File: src/rtl/fault_mgr_pkg.sv
package fault_mgr_pkg;

   // Channel count and field widths.
   localparam int NCH   = 2;
   localparam int CFG_W = 9;
   localparam int WIN_W = 16;
   localparam int RC_W  = 4;
   localparam int FS_W  = 8;

   // Bit positions inside the bank configuration words.
   localparam int DUTY_ON_BIT  = 8;
   localparam int CC_OPEN_LOAD_OFF_FLAG_EN  = 6;
   localparam int CC_OPEN_LOAD_ON_FLAG_EN   = 7;
   localparam int CC_OS_EN     = 8;
   localparam int DIAG_LO      = 6;
   localparam int DIAG_HI      = 8;
   localparam int OC_SENSE_BIT = 5;

   // Bit positions inside each fault status register.
   localparam int OD_OC    = 0;
   localparam int OD_SC    = 1;
   localparam int OD_OT    = 2;
   localparam int OD_OS    = 3;
   localparam int OD_OPEN_LOAD_ON_FLAG  = 4;
   localparam int OD_OPEN_LOAD_OFF_FLAG = 5;

   // Values after reset.
   localparam logic [RC_W-1:0] RETRY_CNT_RST = 4'h0;
   localparam logic [FS_W-1:0] FAULT_RST     = 8'h00;

   // Retry configuration of one bank.
   typedef struct packed {
      logic            retry_en;
      logic            profile_src;
      logic [RC_W-1:0] retry_limit;
   } retry_cfg_t;

   // One bank of host-written configuration.
   typedef struct packed {
      logic [CFG_W-1:0] duty;
      logic [CFG_W-1:0] chan_cfg;
      logic [CFG_W-1:0] ovc_cfg;
      retry_cfg_t       retry;
      logic [WIN_W-1:0] win1;
      logic [WIN_W-1:0] win2;
   } bank_cfg_t;

   localparam bank_cfg_t BANK_RST = '0;

   // Per-channel comparator and detector indications.
   typedef struct packed {
      logic thr_low;
      logic thr_mid;
      logic thr_high;
      logic overtemp;
      logic severe;
      logic open_load_on_flag;
      logic open_load_off_flag;
      logic os;
   } chan_ind_t;

   // Overcurrent profile states.
   typedef enum logic [3:0] {
      ST_IDLE   = 4'b0001,
      ST_WIN1   = 4'b0010,
      ST_WIN2   = 4'b0100,
      ST_STEADY = 4'b1000
   } prof_st_t;

endpackage

File: src/rtl/dual_switch_fault_manager.sv
module dual_switch_fault_manager
   import fault_mgr_pkg::*;
#(
   parameter int CW = 17
) (
   // Clock and reset
   input  wire logic             clk,
   input  wire logic             rstn,
   // Host configuration and reads
   input  wire logic             ganged_mode,
   input  wire logic             cfg_wr,
   input  wire logic             cfg_wr_bank,
   input  wire bank_cfg_t        cfg_wr_data,
   input  wire logic [NCH-1:0]   fault_rd,
   // Per-channel indications
   input  wire chan_ind_t        ind_ch0,
   input  wire chan_ind_t        ind_ch1,
   input  wire logic [NCH-1:0]   sw_mode,
   // Pins
   input  wire logic             direct_input_ch0,
   input  wire logic             direct_input_ch1,
   input  wire logic [NCH-1:0]   load_profile_select,
   // Switching and sensing
   output logic [NCH-1:0]        chan_on,
   output logic [NCH-1:0]        sense_en,
   output logic                  sense_valid_strobe_n,
   output logic                  fault_pin_n,
   // Readback
   output bank_cfg_t             cfg_rb_ch0,
   output bank_cfg_t             cfg_rb_ch1,
   output logic [FS_W-1:0]       fault_status_reg_ch0,
   output logic [FS_W-1:0]       fault_status_reg_ch1,
   output logic [RC_W-1:0]       retry_count_reg_ch0,
   output logic [RC_W-1:0]       retry_count_reg_ch1,
   output logic [NCH-1:0]        profile_motor
);

   bank_cfg_t       cfg_r [NCH];
   bank_cfg_t       eff   [NCH];
   chan_ind_t       ind   [NCH];
   logic [NCH-1:0]  din_s1_r, din_s2_r, load_profile_select_s1_r, load_profile_select_s2_r;
   logic            gang_d_r;
   logic [NCH-1:0]  fc, fc_e, fcd_r, fc_rise;
   logic [NCH-1:0]  latched_r, rwait_r, lat_nxt, rw_nxt, on_nxt;
   logic [RC_W-1:0] rcnt_r [NCH];
   logic [RC_W-1:0] rcnt_nxt [NCH];
   logic [FS_W-1:0] fstat_r [NCH];
   logic [NCH-1:0]  motor, trip, win_act, start;
   logic [NCH-1:0]  oc_e, sc_e, ot_e, flt_e, can_retry, cool, retry_go;
   logic            ot_hold_r, ot_hold_nxt, any_hot;

   assign ind[0] = ind_ch0;
   assign ind[1] = ind_ch1;

   // Flag update in which a hardware set beats a simultaneous clear.
   function automatic logic upd(input logic cur, input logic set, input logic clr);
      upd = set | (cur & ~clr);
   endfunction

   // Bank 1 image of a bank 0 word, keeping bank 1's own diagnostic bits.
   function automatic bank_cfg_t mirror(input bank_cfg_t src, input bank_cfg_t own);
      mirror = src;
      mirror.chan_cfg[DIAG_HI:DIAG_LO] = own.chan_cfg[DIAG_HI:DIAG_LO];
   endfunction

   // Pins cross into the clock domain through two flip-flops each.
   always_ff @(posedge clk) begin
      if (!rstn) begin
         din_s1_r  <= '0;
         din_s2_r  <= '0;
         load_profile_select_s1_r <= '0;
         load_profile_select_s2_r <= '0;
      end else begin
         din_s1_r  <= {direct_input_ch1, direct_input_ch0};
         din_s2_r  <= din_s1_r;
         load_profile_select_s1_r <= load_profile_select;
         load_profile_select_s2_r <= load_profile_select_s1_r;
      end
   end

   // Configuration banks; bank 1 follows bank 0 while ganged.
   always_ff @(posedge clk) begin
      if (!rstn) begin
         cfg_r[0] <= BANK_RST;
         cfg_r[1] <= BANK_RST;
         gang_d_r <= 1'b0;
      end else begin
         gang_d_r <= ganged_mode;
         if (ganged_mode && !gang_d_r) begin
            cfg_r[1] <= mirror(cfg_r[0], cfg_r[1]);
         end
         if (cfg_wr && !cfg_wr_bank) begin
            cfg_r[0] <= cfg_wr_data;
            if (ganged_mode) begin
               cfg_r[1] <= mirror(cfg_wr_data, cfg_r[1]);
            end
         end else if (cfg_wr && cfg_wr_bank) begin
            if (ganged_mode) begin
               cfg_r[1].chan_cfg[DIAG_HI:DIAG_LO] <= cfg_wr_data.chan_cfg[DIAG_HI:DIAG_LO];
            end else begin
               cfg_r[1] <= cfg_wr_data;
            end
         end
      end
   end

   // Fault control, events and retry decisions for both channels.
   always_comb begin
      any_hot = ind[0].overtemp | ind[1].overtemp;
      for (int x = 0; x < NCH; x++) begin
         eff[x]   = ganged_mode ? cfg_r[0] : cfg_r[x];
         fc[x]    = cfg_r[x].duty[DUTY_ON_BIT] | din_s2_r[x];
         motor[x] = load_profile_select_s2_r[ganged_mode ? 0 : x] ^ eff[x].retry.profile_src;
      end
      // channel 0 fault control governs both
      fc_e    = ganged_mode ? {NCH{fc[0]}} : fc;
      fc_rise = fc_e & ~fcd_r;
      for (int x = 0; x < NCH; x++) begin
         oc_e[x] = trip[x];
         sc_e[x] = ind[x].severe & chan_on[x];
         ot_e[x] = ind[x].overtemp & chan_on[x];
      end
      if (ganged_mode) begin
         oc_e = {NCH{|oc_e}};
         sc_e = {NCH{|sc_e}};
         ot_e = {NCH{|ot_e}};
      end
      flt_e = oc_e | sc_e | ot_e;
      for (int x = 0; x < NCH; x++) begin
         can_retry[x] = eff[x].retry.retry_en && (rcnt_r[x] < eff[x].retry.retry_limit);
         cool[x]      = ganged_mode ? ~any_hot : ~ind[x].overtemp;
         retry_go[x]  = rwait_r[x] & cool[x] & ~flt_e[x];
         lat_nxt[x]   = flt_e[x] & ~can_retry[x] | (latched_r[x] & ~fc_rise[x]);
         rw_nxt[x]    = flt_e[x] & can_retry[x]
                        | (rwait_r[x] & ~retry_go[x] & ~fc_rise[x]);
         rcnt_nxt[x]  = fc_rise[x] ? RETRY_CNT_RST
                        : retry_go[x] ? rcnt_r[x] + RC_W'(1) : rcnt_r[x];
         on_nxt[x]    = fc_e[x] & ~lat_nxt[x] & ~rw_nxt[x];
         start[x]     = on_nxt[x] & ~chan_on[x];
      end
      // hold until cool and a turn-on
      ot_hold_nxt = any_hot | (ot_hold_r & ~(|start));
   end

   // Latch, retry and switching state.
   always_ff @(posedge clk) begin
      if (!rstn) begin
         fcd_r     <= '0;
         latched_r <= '0;
         rwait_r   <= '0;
         chan_on   <= '0;
         rcnt_r[0] <= RETRY_CNT_RST;
         rcnt_r[1] <= RETRY_CNT_RST;
      end else begin
         fcd_r     <= fc_e;
         rcnt_r[0] <= rcnt_nxt[0];
         if (ganged_mode) begin
            latched_r <= {NCH{lat_nxt[0]}};
            rwait_r   <= {NCH{rw_nxt[0]}};
            chan_on   <= {NCH{on_nxt[0]}};
            rcnt_r[1] <= rcnt_nxt[0];
         end else begin
            latched_r <= lat_nxt;
            rwait_r   <= rw_nxt;
            chan_on   <= on_nxt;
            rcnt_r[1] <= rcnt_nxt[1];
         end
      end
   end

   // Fault pin: low while any fault is pending, latched or overtemp-held.
   always_ff @(posedge clk) begin
      if (!rstn) begin
         ot_hold_r   <= 1'b0;
         fault_pin_n <= 1'b1;
      end else begin
         ot_hold_r   <= ot_hold_nxt;
         fault_pin_n <= ~(ot_hold_nxt | (|lat_nxt) | (|rw_nxt) | (|flt_e));
      end
   end

   // Fault status registers; reads clear only what is safe to clear.
   always_ff @(posedge clk) begin
      if (!rstn) begin
         fstat_r[0] <= FAULT_RST;
         fstat_r[1] <= FAULT_RST;
      end else begin
         for (int x = 0; x < NCH; x++) begin
            fstat_r[x][OD_OC] <= upd(fstat_r[x][OD_OC], oc_e[x],
                                     fault_rd[x] & ~lat_nxt[x] & ~rw_nxt[x]);
            fstat_r[x][OD_SC] <= upd(fstat_r[x][OD_SC], sc_e[x],
                                     fault_rd[x] & ~lat_nxt[x] & ~rw_nxt[x]);
            // clear needs cool and pin high
            fstat_r[x][OD_OT] <= upd(fstat_r[x][OD_OT], ot_e[x],
                                     fault_rd[x] & ~ind[x].overtemp & fault_pin_n);
            fstat_r[x][OD_OS] <= upd(fstat_r[x][OD_OS],
                                     ind[x].os & cfg_r[x].chan_cfg[CC_OS_EN], fault_rd[x]);
            fstat_r[x][OD_OPEN_LOAD_ON_FLAG] <= upd(fstat_r[x][OD_OPEN_LOAD_ON_FLAG],
                                       ind[x].open_load_on_flag & chan_on[x]
                                       & cfg_r[x].chan_cfg[CC_OPEN_LOAD_ON_FLAG_EN], fault_rd[x]);
            fstat_r[x][OD_OPEN_LOAD_OFF_FLAG] <= upd(fstat_r[x][OD_OPEN_LOAD_OFF_FLAG],
                                        ind[x].open_load_off_flag & ~chan_on[x]
                                        & cfg_r[x].chan_cfg[CC_OPEN_LOAD_OFF_FLAG_EN], fault_rd[x]);
            fstat_r[x][FS_W-1:OD_OPEN_LOAD_OFF_FLAG+1] <= '0;
         end
      end
   end

   // One overcurrent profile per channel.
   for (genvar g = 0; g < NCH; g++) begin : g_prof
      ovc_profile #(.CW(CW)) u_prof (
         .clk        (clk),
         .rstn       (rstn),
         .on         (chan_on[g]),
         .start      (start[g]),
         .clr        (fc_rise[g]),
         .motor      (motor[g]),
         .sw_mode    (sw_mode[g]),
         .thr_low    (ind[g].thr_low),
         .thr_mid    (ind[g].thr_mid),
         .thr_high   (ind[g].thr_high),
         .w1         (eff[g].win1),
         .w2         (eff[g].win2),
         .trip       (trip[g]),
         .win_active (win_act[g])
      );
   end

   // Sensing is blanked while a window runs, since readings are meaningless then.
   always_ff @(posedge clk) begin
      if (!rstn) begin
         sense_en             <= '0;
         sense_valid_strobe_n <= 1'b1;
         profile_motor        <= '0;
      end else begin
         sense_en             <= chan_on & ~win_act;
         sense_valid_strobe_n <= ~(|(chan_on & ~win_act));
         profile_motor        <= motor;
      end
   end

   // Readback straight from the state registers.
   assign cfg_rb_ch0           = cfg_r[0];
   assign cfg_rb_ch1           = cfg_r[1];
   assign fault_status_reg_ch0 = fstat_r[0];
   assign fault_status_reg_ch1 = fstat_r[1];
   assign retry_count_reg_ch0  = rcnt_r[0];
   assign retry_count_reg_ch1  = rcnt_r[1];

endmodule

File: src/rtl/ovc_profile.sv
module ovc_profile
   import fault_mgr_pkg::*;
#(
   parameter int CW = 17
) (
   // Clock and reset
   input  wire logic             clk,
   input  wire logic             rstn,
   // Control
   input  wire logic             on,
   input  wire logic             start,
   input  wire logic             clr,
   input  wire logic             motor,
   input  wire logic             sw_mode,
   // Comparators and window widths
   input  wire logic             thr_low,
   input  wire logic             thr_mid,
   input  wire logic             thr_high,
   input  wire logic [WIN_W-1:0] w1,
   input  wire logic [WIN_W-1:0] w2,
   // Results
   output logic                  trip,
   output logic                  win_active
);

   // The counter must be able to pass the widest window.
   if (CW <= WIN_W) begin : g_chk
      $error("ovc_profile: CW must exceed WIN_W");
   end

   prof_st_t        st_r;
   logic [CW-1:0]   cnt_r;
   logic            started_r;
   logic [CW-1:0]   cnt_inc;

   // Saturating increment keeps a stuck window from wrapping to zero.
   assign cnt_inc = (&cnt_r) ? cnt_r : cnt_r + CW'(1);

   assign win_active = (st_r == ST_WIN1) || (st_r == ST_WIN2);

   // Profile sequencing; time is only counted while the channel is on.
   always_ff @(posedge clk) begin
      if (!rstn) begin
         st_r      <= ST_IDLE;
         cnt_r     <= '0;
         started_r <= 1'b0;
         trip      <= 1'b0;
      end else begin
         trip <= 1'b0;
         if (clr) begin
            started_r <= 1'b0;
            cnt_r     <= '0;
            st_r      <= ST_IDLE;
         end
         if (start && !motor && (!sw_mode || !started_r)) begin
            st_r      <= ST_WIN1;
            cnt_r     <= '0;
            started_r <= 1'b1;
         end else if (on && !clr) begin
            case (st_r)
               ST_IDLE: begin
                  st_r <= ST_STEADY;
               end
               ST_WIN1: begin
                  if (thr_high || (motor && cnt_r > CW'(w1))) begin
                     trip <= 1'b1;
                     st_r <= ST_IDLE;
                  end else if (motor && !thr_low) begin
                     st_r <= ST_STEADY;
                     if (!sw_mode) begin
                        cnt_r <= '0;
                     end
                  end else if (!motor && cnt_r > CW'(w1)) begin
                     st_r  <= ST_WIN2;
                     cnt_r <= '0;
                  end else begin
                     cnt_r <= cnt_inc;
                  end
               end
               ST_WIN2: begin
                  if (thr_high || thr_mid) begin
                     trip <= 1'b1;
                     st_r <= ST_IDLE;
                  end else if (cnt_r > CW'(w2)) begin
                     st_r <= ST_STEADY;
                  end else begin
                     cnt_r <= cnt_inc;
                  end
               end
               ST_STEADY: begin
                  if (motor && thr_low) begin
                     st_r <= ST_WIN1;
                  end else if (thr_low) begin
                     trip <= 1'b1;
                     st_r <= ST_IDLE;
                  end
               end
               default: begin
                  st_r <= ST_IDLE;
               end
            endcase
         end
      end
   end

endmodule

File: config.mk
export PLATFORM = sky130hd
export DESIGN_NAME = dual_switch_fault_manager
export DESIGN_NICKNAME = d
export VERILOG_FILES = /design/src/rtl/fault_mgr_pkg.sv /design/src/rtl/dual_switch_fault_manager.sv /design/src/rtl/ovc_profile.sv
export SDC_FILE = /design/constraint.sdc
export NUM_CORES = 1
export LEC_CHECK = 0
export BUFFER_PORTS_ARGS = -buffer_cell sky130_fd_sc_hd__buf_4
export CAP_MARGIN = 25
export CORE_UTILIZATION = 45
export CTS_CLUSTER_SIZE = 12
export DETAILED_ROUTE_END_ITERATION = 8
export MAX_ROUTING_LAYER = met4
export PLACE_DENSITY = 0.68
export SYNTH_ARGS = -nofsm -noshare
export SYNTH_HDL_FRONTEND = slang
export SYNTH_SLANG_ARGS = --single-unit
File: constraint.sdc
create_clock -name clk -period 6.2 [get_ports clk]
set_input_delay 0.31 -clock clk [delete_from_list [all_inputs] [get_ports clk]]
set_output_delay 0.31 -clock clk [all_outputs]
set_load 0.05 [all_outputs]
==> metrics <==
Hold-fix buffers, CTS=4; Area Growth Syn to Fin=24.97%; final hold violation count=0; CTS Buf Count=26; register area share after synthesis=47.08%; CP max stage cell=o21ai_0; Post-Syn Instances=1213; crit path time final=3667 ps; critical path class=register to register; grt total ovfl=0; final setup TNS=0 ps; setup violators final=0; DRC viols=0; Slew @ Worst Pin=989.3 ps; H-tree levels=1; worst reg-to-reg setup slack=2530 ps; Top FF cell, synth=edfxtp_1; Yosys cell types=81; initial antenna violation count=0; die area=0.02797 mm2; routed wl met2=18.04 mm; core area=0.02688 mm2; CP cell instances=inv_1 -> ha_1 -> nand4b_4 -> nor4_1 -> o21ai_0 -> and3_1 -> o21ai_0 -> o32ai_1 -> a2111oi_0 -> nor3_1; start point of the worst hold path=ind_ch1[2]; Slew headroom=34.05%; routed wl met3=2.627 mm; # diodes=0; delay of the slowest critical-path stage=620 ps; Reg2Reg Launch Point=cfg_r[0][31]; met1 wire length=16.82 mm; WL/cell=21.25 um; fin. max-slew vios=0; Max FO, Critical Path=5; DIE WIDTH=167.3 um; Yosys warning count=0; DRT Pass-1 Iters=6; Rows=60; post_cts resized=0; Max Cap Viol=0; total track usage=27.56%; Post-synth EDFFs=138; Hold EP=fstat_r[1][4]; capture point of the worst reg-to-reg path=g_prof[0].u_prof.cnt_r[2]; clk buf depth=3; Final Cycle Share=59.14%; Post-Syn Area per Cell=10.13 um2; layout cells sized above 1=22.59%; endpoint class of the critical path=register; first-pass GRT wire length=59.01 mm; input/output buffers=251; CTS Sinks=220; worst-skew pair later-pin latency=530 ps; Final GP Congestion=0.9807; placed insts=1761; setup bufs post-CTS=0; worst endpoint data arrival time=4070 ps; DR top layer=met4; clk_skew=9.046 ps; # fillers=2410; leakage=6.482 nW; CTS tree=yes; power after layout=0.004161 W; ys async rst share=0%; status=complete, no violations; Vias per Instance=5.987; RSZ-0062 raised after global routing=no; # IOs=256; Crit path top cell by count=o21ai_0; nets=1620; PwrDens=270.9 mW/mm2; Final ANT Viol Nets=0; Fmax=0.2727 GHz; final wirelength=38.48 mm; Peak VDD IR=0.0001984 V; hold depth=3; largest net degree at the start of global routing=69; clk root buf=clkbuf_16; vias in the first global route=10140; Detailed Place HPWL=27.82 mm; Min-Delay Path Class=input pin to register; worst r2r path cells=10; clk slew on worst S/H paths=60 ps; Starting DRT DRC Count=1075; crit path launch type=register; starting density of the core=45.73%; data required time of the worst path=6610 ps; synthesized area=0.01229 mm2; non-filler cells, final=1811; DR vias=10840; post-synthesis register bit count=220; Die H=167.3 um
per-stage QoR:
step	hold WS (ps)	setup WS (ps)	area (um2)	utilization, %
6_report	42.97	2533	15360	57.15
5_1_grt	39.63	2232	15360	57.15
4_1_cts	26.43	2613	15360	57.15
3_5_place_dp	418.6	2260	14480	53.86
3_3_place_gp	414.1	2461	14480	53.86
2_1_floorplan	411.9	1776	12310	-
area by class of cell:
class	instances	area, um2	share of cell area (%)
well taps	341	426.7	2.778
clock inverters	12	120.1	0.7821
multi-input cells	887	6101	39.72
clock buffers	34	723.2	4.709
flip-flops and latches	220	5786	37.67
inverters	50	187.7	1.222
repair buffers	267	2014	13.12
critical path: cells and delay by family, from the launching register on:
| kind | cells | cell delay, ps |
|---|---|---|
| simple gates | 4 | 1130 |
| fa+ha+maj | 1 | 340 |
| flops | 1 | 470 |
| buf+inv | 1 | 80 |
| compound gates | 4 | 1510 |
placed cells by master (no fill, tap or decap), drive strengths merged, types with 5 or more instances in the layout:
cell | Yosys | routed
o22ai | 6 | 6
or3 | 6 | 6
edfxtp | 138 | 138
and4 | 5 | 5
a2111oi | 5 | 5
clkbuf | 40 | 34
o211ai | 9 | 9
clkinv | 0 | 7
and3 | 15 | 15
conb | 2 | 8
buf | 22 | 263
mux2 | 5 | 5
mux2i | 39 | 39
nor4b | 7 | 7
nand4b | 6 | 6
a22o | 62 | 62
nand2b | 11 | 11
a22oi | 8 | 8
nand3 | 40 | 40
inv | 50 | 50
nand2 | 98 | 98
o31ai | 8 | 8
nor2b | 9 | 9
xor2 | 8 | 8
dfxtp | 82 | 82
nor3 | 21 | 21
and2 | 86 | 86
o21ai | 52 | 52
ha | 74 | 74
a21oi | 79 | 79
o21a | 8 | 8
a31oi | 25 | 25
nor2 | 71 | 71
xnor2 | 5 | 5
a21o | 13 | 13
a211o | 8 | 8
a32oi | 10 | 10
nor4 | 8 | 8
nand4 | 18 | 18
power by group:
part	internal (W)	total, W	switching, W
Clock	0.000902	0.00151	0.000612
Combinational	0.000280	0.000877	0.000597
Sequential	0.00167	0.00177	0.0000989
Total	0.00285	0.00416	0.00131
logic make-up after synthesis:
group	synth area share, %
flip-flops	47.08
multiplexers	3.635
other	0.06111
XOR/XNOR	0.9265
AND/OR/NAND/NOR	18.20
adder cells (fa/ha/maj)	7.534
AO/OA/AOI/OAI	18.83
buffers and inverters	3.736
cell usage after synthesis, types with 4 or more instances:
cell | count | area [um2]
a2111oi_0 | 4 | 35.03
a211o_1 | 8 | 70.07
a211oi_1 | 4 | 30.03
a21o_1 | 13 | 97.59
a21oi_1 | 79 | 395.4
a221o_1 | 4 | 40.04
a22o_1 | 62 | 543.0
a22oi_1 | 8 | 60.06
a31oi_1 | 25 | 156.4
a32oi_1 | 10 | 87.58
and2_1 | 86 | 538.0
and3_1 | 15 | 93.84
and4_1 | 5 | 43.79
buf_1 | 8 | 30.03
buf_2 | 7 | 35.03
buf_4 | 6 | 45.04
clkbuf_1 | 40 | 150.1
dfxtp_1 | 82 | 1642
edfxtp_1 | 138 | 4144
ha_1 | 74 | 925.9
inv_1 | 50 | 187.7
mux2_2 | 5 | 56.30
mux2i_1 | 39 | 390.4
nand2_1 | 98 | 367.9
nand2b_1 | 10 | 62.56
nand3_1 | 40 | 200.2
nand3b_1 | 4 | 30.03
nand4_1 | 18 | 112.6
nand4b_1 | 5 | 43.79
nor2_1 | 71 | 266.5
nor2b_1 | 9 | 56.30
nor3_1 | 19 | 95.09
nor4_1 | 8 | 50.05
nor4b_1 | 6 | 52.55
o211ai_1 | 9 | 67.56
o21a_1 | 7 | 52.55
o21ai_0 | 48 | 240.2
o22ai_1 | 6 | 37.54
o31ai_1 | 8 | 60.06
or3_1 | 5 | 31.28
xnor2_1 | 5 | 43.79
xor2_1 | 8 | 70.07
worst max-delay path by stage:
stage | startpoint | slack, ps | depth (start not counted) | end
floorplan | ganged_mode | 1780 | 4 | cfg_r[1][0]
global placement | ganged_mode | 2460 | 11 | g_prof[1].u_prof.cnt_r[6]
detailed placement | ganged_mode | 2260 | 11 | g_prof[1].u_prof.cnt_r[6]
CTS | cfg_r[0][31] | 2610 | 10 | g_prof[0].u_prof.cnt_r[2]
global route | cfg_r[0][31] | 2230 | 10 | g_prof[0].u_prof.cnt_r[2]
finish | cfg_r[0][31] | 2530 | 10 | g_prof[0].u_prof.cnt_r[2]
routing by layer:
metal  global-route usage, %  vias to the layer above
li1                        -                     5049
met1                   37.96                     5271
met2                   42.64                      462
met3                   3.333                       60
met4                   8.057                        0
met5                       -                        -
registers in the layout, summed over array words and instances, names as in the netlist, 8 cells and up:
register             count
rcnt_r                   8
fstat_r                 12
cfg_r                  130
g_prof.u_prof.cnt_r     34
g_prof.u_prof.st_r       8
No activity file was read; power rests on OpenSTA's default activity.
